$ cat src/shared/arf_pkg.sv
// Shared constants and helpers for the result buffer readout link
package arf_pkg;
	// ----------------------------------------------------------------
	// Frame layout
	// ----------------------------------------------------------------
	localparam int WORD_BITS = 32;
	localparam int SAMPLE_BITS = 24;
	localparam int NUM_CH = 4;
	localparam int FRAME_WORDS = 6;
	localparam int FRAME_BITS = 192;
	localparam int BODY_BITS = 160;
	localparam int STAT_FAULT_BIT = 31;
	localparam int STAT_OVF_BIT = 30;
	localparam int STAT_CNT_LSB = 28;
	localparam logic [15:0] CRC_POLY = 16'h1021;
	localparam logic [15:0] CRC_INIT = 16'hFFFF;

	// ----------------------------------------------------------------
	// Buffering and timing counts (core_clk cycles unless noted)
	// ----------------------------------------------------------------
	localparam int BUF_DEPTH = 2;
	localparam int OSR_DEFAULT = 512;
	localparam int DATA_READY_N_LOW_CYC = 4;
	localparam int SCLK_HALF_CYC = 8;
	localparam int MCLK_HALF_CYC = 2;
	localparam int RXFIFO_DEPTH = 16;

	// Bitwise CRC over the status and data words, MSB first
	function automatic logic [15:0] crc16(input logic [BODY_BITS-1:0] d);
		logic [15:0] c;
		c = CRC_INIT;
		for (int i = BODY_BITS - 1; i >= 0; i--) begin
			if (c[15] ^ d[i]) begin
				c = {c[14:0], 1'b0} ^ CRC_POLY;
			end else begin
				c = {c[14:0], 1'b0};
			end
		end
		return c;
	endfunction
endpackage

$ cat src/shared/arf_if.sv
// Pin bundle between the converter end and the host controller end
`timescale 1ns/100ps
interface arf_if;
	logic master_clock_in;
	logic sync_pin;
	logic sclk;
	logic cs_n;
	logic mosi;
	logic miso;
	logic data_ready_n;

	modport dev (
		input master_clock_in,
		input sync_pin,
		input sclk,
		input cs_n,
		input mosi,
		output miso,
		output data_ready_n
	);

	modport host (
		output master_clock_in,
		output sync_pin,
		output sclk,
		output cs_n,
		output mosi,
		input miso,
		input data_ready_n
	);
endinterface

$ cat src/core/arf_device.sv
// Converter end: two-entry result buffer, data-ready and frame readout
//
// Overview of operation
// Results held in a two-entry buffer
// Overflow: data-ready pulses every second period
// Host reads full frame per data-ready
// Only a complete frame consumes an entry
// Partial reads repeat same result twice
// Host clocks every word slot of frame
// Async sync edge sets fault flag again
// Sync is a timing check, not trigger
// Host supplies the master clock
// Data-ready asserts on every new result; when full, it asserts only on every second result
// Host fetches samples over SPI
// Frame: status, four data, optional CRC
// Master clock halved; rate divided by ratio
// Read pops oldest; newer re-announces next period
`timescale 1ns/100ps
module arf_device #(
	parameter int OVERSAMPLING_RATIO = arf_pkg::OSR_DEFAULT,
	parameter bit CRC_EN = 1'b1
) (
	// Clock and reset
	input wire logic core_clk,
	input wire logic sys_rst,
	// Pins toward the host
	arf_if.dev link,
	// Local status
	output logic [1:0] fill_level,
	output logic overflow_seen,
	output logic resync_fault_flag
);
	// ----------------------------------------------------------------
	// State
	// ----------------------------------------------------------------
	typedef logic [arf_pkg::NUM_CH-1:0][arf_pkg::SAMPLE_BITS-1:0]
		arf_entry_t;

	typedef struct packed {
		logic mclk_s1, mclk_s2, mclk_d;
		logic sync_s1, sync_s2, sync_d;
		logic sclk_s1, sclk_s2, sclk_d;
		logic cs_s1, cs_s2, cs_d;
		logic mosi_s1, mosi_s2;
		logic mod_div;
		logic [15:0] osr_cnt;
		logic [21:0] sample_cnt;
		logic [arf_pkg::BUF_DEPTH-1:0] [$bits(arf_entry_t)-1:0] buf_mem;
		logic wr_ptr;
		logic rd_ptr;
		logic [1:0] count;
		logic ovf_alt;
		logic ovf_flag;
		logic fault;
		logic data_ready_n_n;
		logic [3:0] data_ready_n_cnt;
		logic in_frame;
		logic [7:0] bitcnt;
		logic clr_req;
		logic [arf_pkg::FRAME_BITS-1:0] shreg;
		logic miso;
	} arf_dev_state_t;

	arf_dev_state_t s_r, s_nxt;

	// Sign extension of a sample into a frame word
	function automatic logic [arf_pkg::WORD_BITS-1:0] sx(
		input logic [arf_pkg::SAMPLE_BITS-1:0] v);
		return {{(arf_pkg::WORD_BITS - arf_pkg::SAMPLE_BITS){v[23]}}, v};
	endfunction

	// ----------------------------------------------------------------
	// Frame image built from the oldest entry
	// ----------------------------------------------------------------
	arf_entry_t head;
	logic [arf_pkg::WORD_BITS-1:0] status_word;
	logic [arf_pkg::BODY_BITS-1:0] body;
	logic [arf_pkg::WORD_BITS-1:0] crc_word;

	// Stale head is sent when empty; host sees count zero in status
	always_comb begin
		head = arf_entry_t'(s_r.buf_mem[s_r.rd_ptr]);
		status_word = '0;
		status_word[arf_pkg::STAT_FAULT_BIT] = s_r.fault;
		status_word[arf_pkg::STAT_OVF_BIT] = s_r.ovf_flag;
		status_word[arf_pkg::STAT_CNT_LSB +: 2] = s_r.count;
		body = {status_word, sx(head[0]), sx(head[1]), sx(head[2]),
			sx(head[3])};
		crc_word = CRC_EN ? {arf_pkg::crc16(body), 16'h0000} : '0;
	end

	// ----------------------------------------------------------------
	// Next-state logic
	// ----------------------------------------------------------------
	logic mclk_rise, sync_edge, sclk_rise, sclk_fall, cs_fall, cs_rise;
	logic conv, full_read;
	arf_entry_t new_entry;

	always_comb begin
		s_nxt = s_r;
		conv = 1'b0;
		full_read = 1'b0;
		new_entry = '0;
		// Two-stage synchronisers on every pin input
		s_nxt.mclk_s1 = link.master_clock_in;
		s_nxt.mclk_s2 = s_r.mclk_s1;
		s_nxt.mclk_d = s_r.mclk_s2;
		s_nxt.sync_s1 = link.sync_pin;
		s_nxt.sync_s2 = s_r.sync_s1;
		s_nxt.sync_d = s_r.sync_s2;
		s_nxt.sclk_s1 = link.sclk;
		s_nxt.sclk_s2 = s_r.sclk_s1;
		s_nxt.sclk_d = s_r.sclk_s2;
		s_nxt.cs_s1 = link.cs_n;
		s_nxt.cs_s2 = s_r.cs_s1;
		s_nxt.cs_d = s_r.cs_s2;
		s_nxt.mosi_s1 = link.mosi;
		s_nxt.mosi_s2 = s_r.mosi_s1;
		mclk_rise = s_r.mclk_s2 & ~s_r.mclk_d;
		sync_edge = s_r.sync_s2 ^ s_r.sync_d;
		sclk_rise = s_r.sclk_s2 & ~s_r.sclk_d;
		sclk_fall = ~s_r.sclk_s2 & s_r.sclk_d;
		cs_fall = ~s_r.cs_s2 & s_r.cs_d;
		cs_rise = s_r.cs_s2 & ~s_r.cs_d;

		// Modulator tick on every second master rise, result per ratio
		if (mclk_rise) begin
			s_nxt.mod_div = ~s_r.mod_div;
			if (s_r.mod_div) begin
				if (s_r.osr_cnt == 16'(OVERSAMPLING_RATIO - 1)) begin
					s_nxt.osr_cnt = '0;
					conv = 1'b1;
				end else begin
					s_nxt.osr_cnt = s_r.osr_cnt + 16'h0001;
				end
			end
		end

		// Data-ready low pulse length
		if (s_r.data_ready_n_cnt != 4'h0) begin
			s_nxt.data_ready_n_cnt = s_r.data_ready_n_cnt - 4'h1;
			if (s_r.data_ready_n_cnt == 4'h1) begin
				s_nxt.data_ready_n_n = 1'b1;
			end
		end

		// Frame readout: shift on rising sclk, count on falling
		if (cs_fall) begin
			s_nxt.in_frame = 1'b1;
			s_nxt.bitcnt = '0;
			s_nxt.clr_req = 1'b0;
			s_nxt.shreg = {body, crc_word};
		end else if (s_r.in_frame) begin
			if (sclk_rise) begin
				s_nxt.miso = s_r.shreg[arf_pkg::FRAME_BITS-1];
				s_nxt.shreg = {s_r.shreg[arf_pkg::FRAME_BITS-2:0], 1'b0};
			end
			if (sclk_fall && s_r.bitcnt != 8'(arf_pkg::FRAME_BITS)) begin
				s_nxt.bitcnt = s_r.bitcnt + 8'h01;
				if (s_r.bitcnt == 8'h00) begin
					s_nxt.clr_req = s_r.mosi_s2;
				end
			end
			if (cs_rise) begin
				s_nxt.in_frame = 1'b0;
				// Short frames leave the entry in place
				full_read = (s_r.bitcnt == 8'(arf_pkg::FRAME_BITS));
			end
		end

		// Complete read consumes the oldest entry and the overflow flag, and the fault flag when the clear bit was set
		if (full_read) begin
			if (s_nxt.count != 2'd0) begin
				s_nxt.rd_ptr = ~s_r.rd_ptr;
				s_nxt.count = s_nxt.count - 2'd1;
			end
			s_nxt.ovf_flag = 1'b0;
			if (s_r.clr_req) begin
				s_nxt.fault = 1'b0;
			end
		end

		// New result; a pending newer entry is re-announced here too
		if (conv) begin
			s_nxt.sample_cnt = s_r.sample_cnt + 22'h000001;
			for (int c = 0; c < arf_pkg::NUM_CH; c++) begin
				new_entry[c] = {s_r.sample_cnt, 2'(c)};
			end
			if (s_nxt.count < 2'(arf_pkg::BUF_DEPTH)) begin
				s_nxt.buf_mem[s_r.wr_ptr] = new_entry;
				s_nxt.wr_ptr = ~s_r.wr_ptr;
				s_nxt.count = s_nxt.count + 2'd1;
				s_nxt.ovf_alt = 1'b0;
				s_nxt.data_ready_n_n = 1'b0;
				s_nxt.data_ready_n_cnt = 4'(arf_pkg::DATA_READY_N_LOW_CYC);
			end else begin
				// Full: alternate drop and replace, so the head changes
				// and data-ready fires only every second period
				s_nxt.ovf_flag = 1'b1;
				s_nxt.ovf_alt = ~s_r.ovf_alt;
				if (s_r.ovf_alt) begin
					s_nxt.buf_mem[s_r.wr_ptr] = new_entry;
					s_nxt.wr_ptr = ~s_r.wr_ptr;
					s_nxt.rd_ptr = ~s_nxt.rd_ptr;
					s_nxt.data_ready_n_n = 1'b0;
					s_nxt.data_ready_n_cnt = 4'(arf_pkg::DATA_READY_N_LOW_CYC);
				end
			end
		end

		// Sync edge off the master rise is asynchronous; set beats clear
		if (sync_edge && !mclk_rise) begin
			s_nxt.fault = 1'b1;
		end
	end

	// ----------------------------------------------------------------
	// State register
	// ----------------------------------------------------------------
	always_ff @(posedge core_clk) begin
		if (sys_rst) begin
			s_r <= '0;
			s_r.data_ready_n_n <= 1'b1;
		end else begin
			s_r <= s_nxt;
		end
	end

	// Outputs straight from state flops
	assign link.miso = s_r.miso;
	assign link.data_ready_n = s_r.data_ready_n_n;
	assign fill_level = s_r.count;
	assign overflow_seen = s_r.ovf_flag;
	assign resync_fault_flag = s_r.fault;
endmodule

$ cat src/flat_wrapper.sv
// flat-port wrapper written by rule: the top's interface ports become plain ports
module arf_device_flat 
#(
	parameter int OVERSAMPLING_RATIO = arf_pkg::OSR_DEFAULT,
	parameter bit CRC_EN = 1'b1
)
  (core_clk, sys_rst, fill_level, overflow_seen, resync_fault_flag, link_master_clock_in, link_sync_pin, link_sclk, link_cs_n, link_mosi, link_miso, link_data_ready_n);
  arf_if link_i ();
  input wire logic core_clk;
  input wire logic sys_rst;
  output logic [1:0] fill_level;
  output logic overflow_seen;
  output logic resync_fault_flag;
  input wire logic [$bits(link_i.master_clock_in)-1:0] link_master_clock_in;
  input wire logic [$bits(link_i.sync_pin)-1:0] link_sync_pin;
  input wire logic [$bits(link_i.sclk)-1:0] link_sclk;
  input wire logic [$bits(link_i.cs_n)-1:0] link_cs_n;
  input wire logic [$bits(link_i.mosi)-1:0] link_mosi;
  output wire logic [$bits(link_i.miso)-1:0] link_miso;
  output wire logic [$bits(link_i.data_ready_n)-1:0] link_data_ready_n;
  assign link_i.master_clock_in = link_master_clock_in;
  assign link_i.sync_pin = link_sync_pin;
  assign link_i.sclk = link_sclk;
  assign link_i.cs_n = link_cs_n;
  assign link_i.mosi = link_mosi;
  assign link_miso = link_i.miso;
  assign link_data_ready_n = link_i.data_ready_n;
  arf_device #(.OVERSAMPLING_RATIO(OVERSAMPLING_RATIO), .CRC_EN(CRC_EN)) u_core (.core_clk(core_clk), .sys_rst(sys_rst), .link(link_i), .fill_level(fill_level), .overflow_seen(overflow_seen), .resync_fault_flag(resync_fault_flag));
endmodule
$ cat config.mk
export PLATFORM = sky130hd
export DESIGN_NAME = arf_device_flat
export DESIGN_NICKNAME = d
export VERILOG_FILES = /design/src/shared/arf_pkg.sv /design/src/shared/arf_if.sv /design/src/core/arf_device.sv /design/src/flat_wrapper.sv
export SDC_FILE = /design/constraint.sdc
export NUM_CORES = 1
export LEC_CHECK = 0
export BUFFER_PORTS_ARGS = -buffer_cell sky130_fd_sc_hd__buf_2
export CORE_MARGIN = 2
export CORE_UTILIZATION = 60
export DETAILED_ROUTE_END_ITERATION = 12
export MAX_ROUTING_LAYER = met4
export PLACE_DENSITY = 0.74
export SLEW_MARGIN = 30
export SYNTH_ARGS = -nofsm -noshare
export SYNTH_HDL_FRONTEND = slang
export SYNTH_SLANG_ARGS = --single-unit
export TNS_END_PERCENT = 100
$ cat constraint.sdc
create_clock -name core_clk -period 9 [get_ports core_clk]
set_input_delay 0.45 -clock core_clk [delete_from_list [all_inputs] [get_ports core_clk]]
set_output_delay 0.45 -clock core_clk [all_outputs]
set_load 0.05 [all_outputs]
* Word-level counts from Yosys, hierarchy flattened
Cells that the tools add are included.
** Operators by class
- $add $sub $neg :: 6
- $lt $le $gt $ge :: 4
- Equal/unequal tests :: 4
- Multiplexer cells :: 195
- Bitwise gates (word level) :: 307
- Reductions and logical operators :: 21
** Operators by type and width (count)
- $mux W13 :: 160
- $not A3 Y3 :: 159
- $mux W193 :: 2
- $mux W96 :: 3
- $mux W203 :: 1
- $mux W202 :: 1
- $mux W194 :: 1
- $bwmux W192 :: 1
- $xor A1 B1 Y1 :: 129
- $demux W96 S1 :: 1
- $mux W5 :: 5
- $add A22 B1 Y22 const B :: 1
- $add A16 B1 Y16 const B :: 1
- $eq A16 B9 Y1 const B :: 1
- $mux W16 :: 1
- $mux W1 :: 14
- $reduce_and A2 Y1 :: 6
- $reduce_bool A2 Y1 :: 6
- $not A1 Y1 :: 11
- $mux W9 :: 1
- $add A8 B1 Y8 const B :: 1
- $eq A8 B8 Y1 const B :: 1
- $logic_not A8 Y1 :: 1
- $ne A8 B8 Y1 const B :: 1
- 16 further kinds :: 28
** Storage, ports and cells
- Bits in registers :: 444
- Output and inout port bits :: 6
- Word-level logic and storage cells :: 570

* Longest topological paths before layout
- Word-level depth :: 320
- Gate-level depth with buffers :: 23
- Depth with buffers taken out :: 20

* Least setup slack after synthesis
Ideal clock, no wire load.
- Path kind :: reg2reg
- Start point :: reg u_core.s_r, in the netlist u_core.resync_fault_flag
- End point :: reg u_core.s_r[31] (netlist name)
- Library setup time :: 0.091 ns
- Arrival :: 7.530 ns
- Data required time :: 8.909 ns
- Path slack :: 1.379 ns
- Cell stages (with the launch flop) :: 23
- Buffers on the path :: 2
- Clock period less this slack :: 7.621 ns
- Path through :: dfxtp_1 buf_4 inv_1 ha_1 buf_6 xnor2_2 xnor2_1 xnor3_2 xnor3_1 xnor3_2 xnor2_1 xor3_2 xnor2_4 xnor3_2 xnor3_1 xnor3_2 xor3_2 xnor2_4 xnor3_1 xor3_2 xnor3_1 nor2_1 a311oi_1
** On the way
- Word-level cells in the longest chain between the ends :: 157
** Ends and longest elaborated chain
- start, declared :: line arf_device.sv:64 : arf_dev_state_t s_r, s_nxt;
- start signal, assigned :: line arf_device.sv:225 : s_r <= s_nxt;
- $mux W13 * :: line arf_pkg.sv:33 : if (c[15] ^ d[i]) begin
- $mux W13 (3 in a row) :: line arf_pkg.sv:33
- $mux W13 * :: line arf_pkg.sv:33
- $not A3 Y3 (no source line)
- $mux W13 (7 in a row) :: line arf_pkg.sv:33
- $not A3 Y3 (no source line)
- $mux W13 (6 in a row) :: line arf_pkg.sv:33
- $not A3 Y3 (no source line)
- (+124 left out)
- $mux W13 :: line arf_pkg.sv:33
- $not A3 Y3 (no source line) / $xor A1 B1 Y1 (equally long branches)
- $mux W13 (3 in a row) :: line arf_pkg.sv:33
- $mux W13 * :: line arf_pkg.sv:33
- $mux W13 (3 in a row) :: line arf_pkg.sv:33
- $not A3 Y3 (no source line)
- $mux W13 * :: line arf_pkg.sv:33
- $mux W202 * :: line arf_device.sv:148 : if (cs_fall) begin
Mark *: on every way between the ends. The rest lies on a longest branch, timed or not.
A chain may end at the register's enable or synchronous reset.

* Final worst setup path
Ends and elaborated chain as after synthesis.

==> metrics.md <==
| Metric | Value |
|---|---|
| Post-Syn Nets | 2,485 |
| Hold endpoint | u_core.s_nxt[458]$_SDFF_PP0_ |
| DR vias/cell | 5.78 |
| Worst-path clk slew | 0.06 ns |
| Area after DPL | 0.0232 mm2 |
| Final Hold Fails | 0 |
| Congestion Overflow GR | 0 |
| Flop2flop setup slack | 0.98 ns |
| Outcome | complete, no violations |
| Worst-margin pin slew | 0.960 ns |
| Final Setup Violations | 0 |
| Synth-to-Final Area Change | 8.45% |
| Flops & latches, synth | 444 |
| Routed length per instance | 19.2 um |
| Largest stage delay, worst path | 0.61 ns |
| IO Port Bufs | 12 |
| Crit path DAT | 8.52 ns |
| Fin Setup TNS | 0 ns |
| Share of the synthesized area in the top cell type | 38.9% |
| Sequential share of the synthesized area | 38.9% |
| F_max | 125 MHz |
| TritonRoute pass-1 iters | 7 |
| Multi-input gate area | 0.0133 mm2 |
| Hold Slack | 0.0544 ns |
| First-pass GRT wire length | 87.9 mm |
| Antenna-violating nets left | 0 |
| Initial Util | 60.8% |
| DIE HEIGHT | 199 um |
| Mean area per synthesized cell | 9.27 um2 |
| HP Class | in -> reg |
| Worst path bufs/invs | 1 |
| Hold_sp | link_master_clock_in |
| Slew HR | 36.0% |
| CP Class | reg -> reg |
| Placed insts | 2,849 |
| Top cells by area, synth | dfxtp_1, nand2_1, xnor3_1 |
| I/O pin cnt | 13 |
| Cell area after synthesis | 0.0229 mm2 |
| Gr busiest metal | met2 |
| TritonCTS clock tree | done |
| CORE AREA | 0.0376 mm2 |
| Post-cts hold buffer count | 0 |
| Die ar. | 0.0397 mm2 |
| Setup bufs post-CTS | 0 |
| Met2 Track Usage GR | 46.0% |
| Post-DP HPWL | 38.3 mm |
| Post-Syn Instances | 2,465 |
| Pin count of the biggest net entering global routing | 224 |
| Clock sinks | 444 |
| Unrepaired setup endpoints after global routing | false |
| 1st-iter DRT viols | 1,205 |
| Max Slew Vio Count | 0 |
| Grt met1 use | 40.4% |
| Initial antenna violation count | 0 |
| Number of H-tree levels | 2 |
| Worst Hold Depth | 2 |
| Yosys cell types | 48 |
| Die Wd | 199 um |
| PostCTS Resize Cnt | 0 |
| RR Endpoint | u_core.s_r[31]$_SDFFE_PP0P_ |
| Register area | 0.00889 mm2 |
| Crit path launch type | register |
| Placer Congestion | 0.964 |
| Fill cell count | 2,993 |
| Max-capacitance violation count | 0 |
| Origin of the critical flop-to-flop path | u_core.resync_fault_flag$_SDFFE_PP0P_ |
| Crit path max fanout | 8 |
| Layout cell share with drive strength beyond 1 | 8.01% |
| Inserted Diodes | 0 |
| Crit path capture type | register |
| Fin area | 0.0248 mm2 |
| Total CTS buffers | 46 |
| Final Critical Period | 8.02 ns |
| Worst clock skew | 0.0265 ns |
| Met3 GRT Util | 3.49% |
| Cell taking the most area after synthesis | dfxtp_1 |
| # DRC | 0 |
| Critical-path top delay cell | dfxtp_1 |
| Critical path, cell by cell | inv_1 -> ha_1 -> xnor2_2 -> xnor2_1 -> xnor3_2 -> xnor3_1 -> xnor3_2 -> xnor2_1 -> xor3_2 -> xnor2_4 -> xnor3_2 -> xnor3_1 -> xnor3_2 -> xor3_2 -> xnor2_4 -> xnor3_1 -> xor3_2 -> xnor3_1 -> nor2_1 -> a311oi_1 |
| Synthesis Warnings | 0 |
| R2R depth | 20 |
| All-layer global routing usage | 29.5% |
| Cell family with most CP delay | XOR/XNOR gates |
| Number of global-route vias before repair | 15,600 |
| Period utilisation layout | 89.2% |
| Longest Clk Path Bufs | 3 |
| Clock Tree Root | clkbuf_16 |
| Finished Layout Cells | 2,934 |
| # rows | 71 |
| Vias | 17,000 |
| Nets | 2,407 |
| Worst-skew pair later-pin latency | 0.60 ns |
| WP data required | 9.50 ns |
| Final WL | 56.5 mm |
-- stage by stage --
stage / utilization (%) / setup WS (ns)
floorplan: - / 1.38
global placement: 61.6 / 1.16
detailed placement: 61.7 / 1.01
CTS: 65.9 / 1.00
global route: 66.0 / 0.633
finish: 66.0 / 0.976
-- cells by family after synthesis --
logic type / count (synthesis) / share of synthesized area [%]
AND/OR/NAND/NOR: 890 / 16.4
buffers and inverters: 171 / 3.09
flip-flops: 444 / 38.9
AO/OA/AOI/OAI: 398 / 10.5
adder cells (fa/ha/maj): 13 / 0.712
XOR/XNOR: 448 / 25.7
multiplexers: 101 / 4.74
-- worst max-delay path by stage --
stage	slack, ns	depth (start not counted)	start	endpoint
3_3_place_gp	1.16	20	u_core.resync_fault_flag$_SDFFE_PP0P_	u_core.s_r[31]$_SDFFE_PP0P_
2_1_floorplan	1.38	22	u_core.resync_fault_flag$_SDFFE_PP0P_	u_core.s_r[31]$_SDFFE_PP0P_
3_5_place_dp	1.01	20	u_core.resync_fault_flag$_SDFFE_PP0P_	u_core.s_r[31]$_SDFFE_PP0P_
4_1_cts	1.00	20	u_core.resync_fault_flag$_SDFFE_PP0P_	u_core.s_r[31]$_SDFFE_PP0P_
6_report	0.98	20	u_core.resync_fault_flag$_SDFFE_PP0P_	u_core.s_r[31]$_SDFFE_PP0P_
5_1_grt	0.63	20	u_core.resync_fault_flag$_SDFFE_PP0P_	u_core.s_r[31]$_SDFFE_PP0P_
-- layer usage --
metal / part of all wire, % / wire (um) / vias up
met5: 0 / 0 / -
met4: 2.3 / 1320 / 0
met3: 6.1 / 3420 / 81
met2: 47 / 26400 / 484
met1: 45 / 25300 / 8267
li1: - / - / 8139
-- final cells by class --
class | instances | area share (%)
clock buffers | 71 | 5.67
clock inverters | 13 | 0.596
inverters | 11 | 0.167
multi-input cells | 1850 | 53.8
flip-flops and latches | 444 | 35.9
well taps | 511 | 2.58
repair buffers | 34 | 1.36
-- cells in the mapped netlist, drive strengths merged --
master	count
nor3	1
nand3	18
nand2	609
and4b	2
and3	81
a311oi	40
a31oi	37
and2	3
and4	4
buf	25
nor4	2
o21ai	8
mux2	16
nor2	117
o31ai	1
mux2i	85
nor2b	33
nand2b	3
dfxtp	444
a211oi	79
a22oi	1
or3	2
or2	4
a21oi	229
nand3b	1
xor2	109
nand4	9
xor3	17
clkbuf	135
inv	11
and3b	1
ha	13
xnor2	223
xnor3	99
o21a	3
-- state kept, by name, indices dropped and copies added (netlist names) --
name,count
u_core.s_r,429
u_core.s_nxt,9
u_core.fill_level,2
u_core.link.data_ready_n,1
u_core.link.miso,1
u_core.overflow_seen,1
u_core.resync_fault_flag,1
-- cell usage in the layout, fill, tap and decap left out, drive strengths merged, types with 18 or more instances in the layout --
cell	synthesis	final
mux2i	85	85
a31oi	37	37
buf	25	34
a311oi	40	40
nand2	609	609
xor2	109	109
a21oi	229	229
clkbuf	135	71
xnor3	99	99
dfxtp	444	444
nand3	18	18
a211oi	79	79
nor2b	33	33
xnor2	223	223
nor2	117	117
and3	81	81
Power is not shown: default switching activity piles up to over one toggle a cycle in this logic, so the estimate is an artifact.
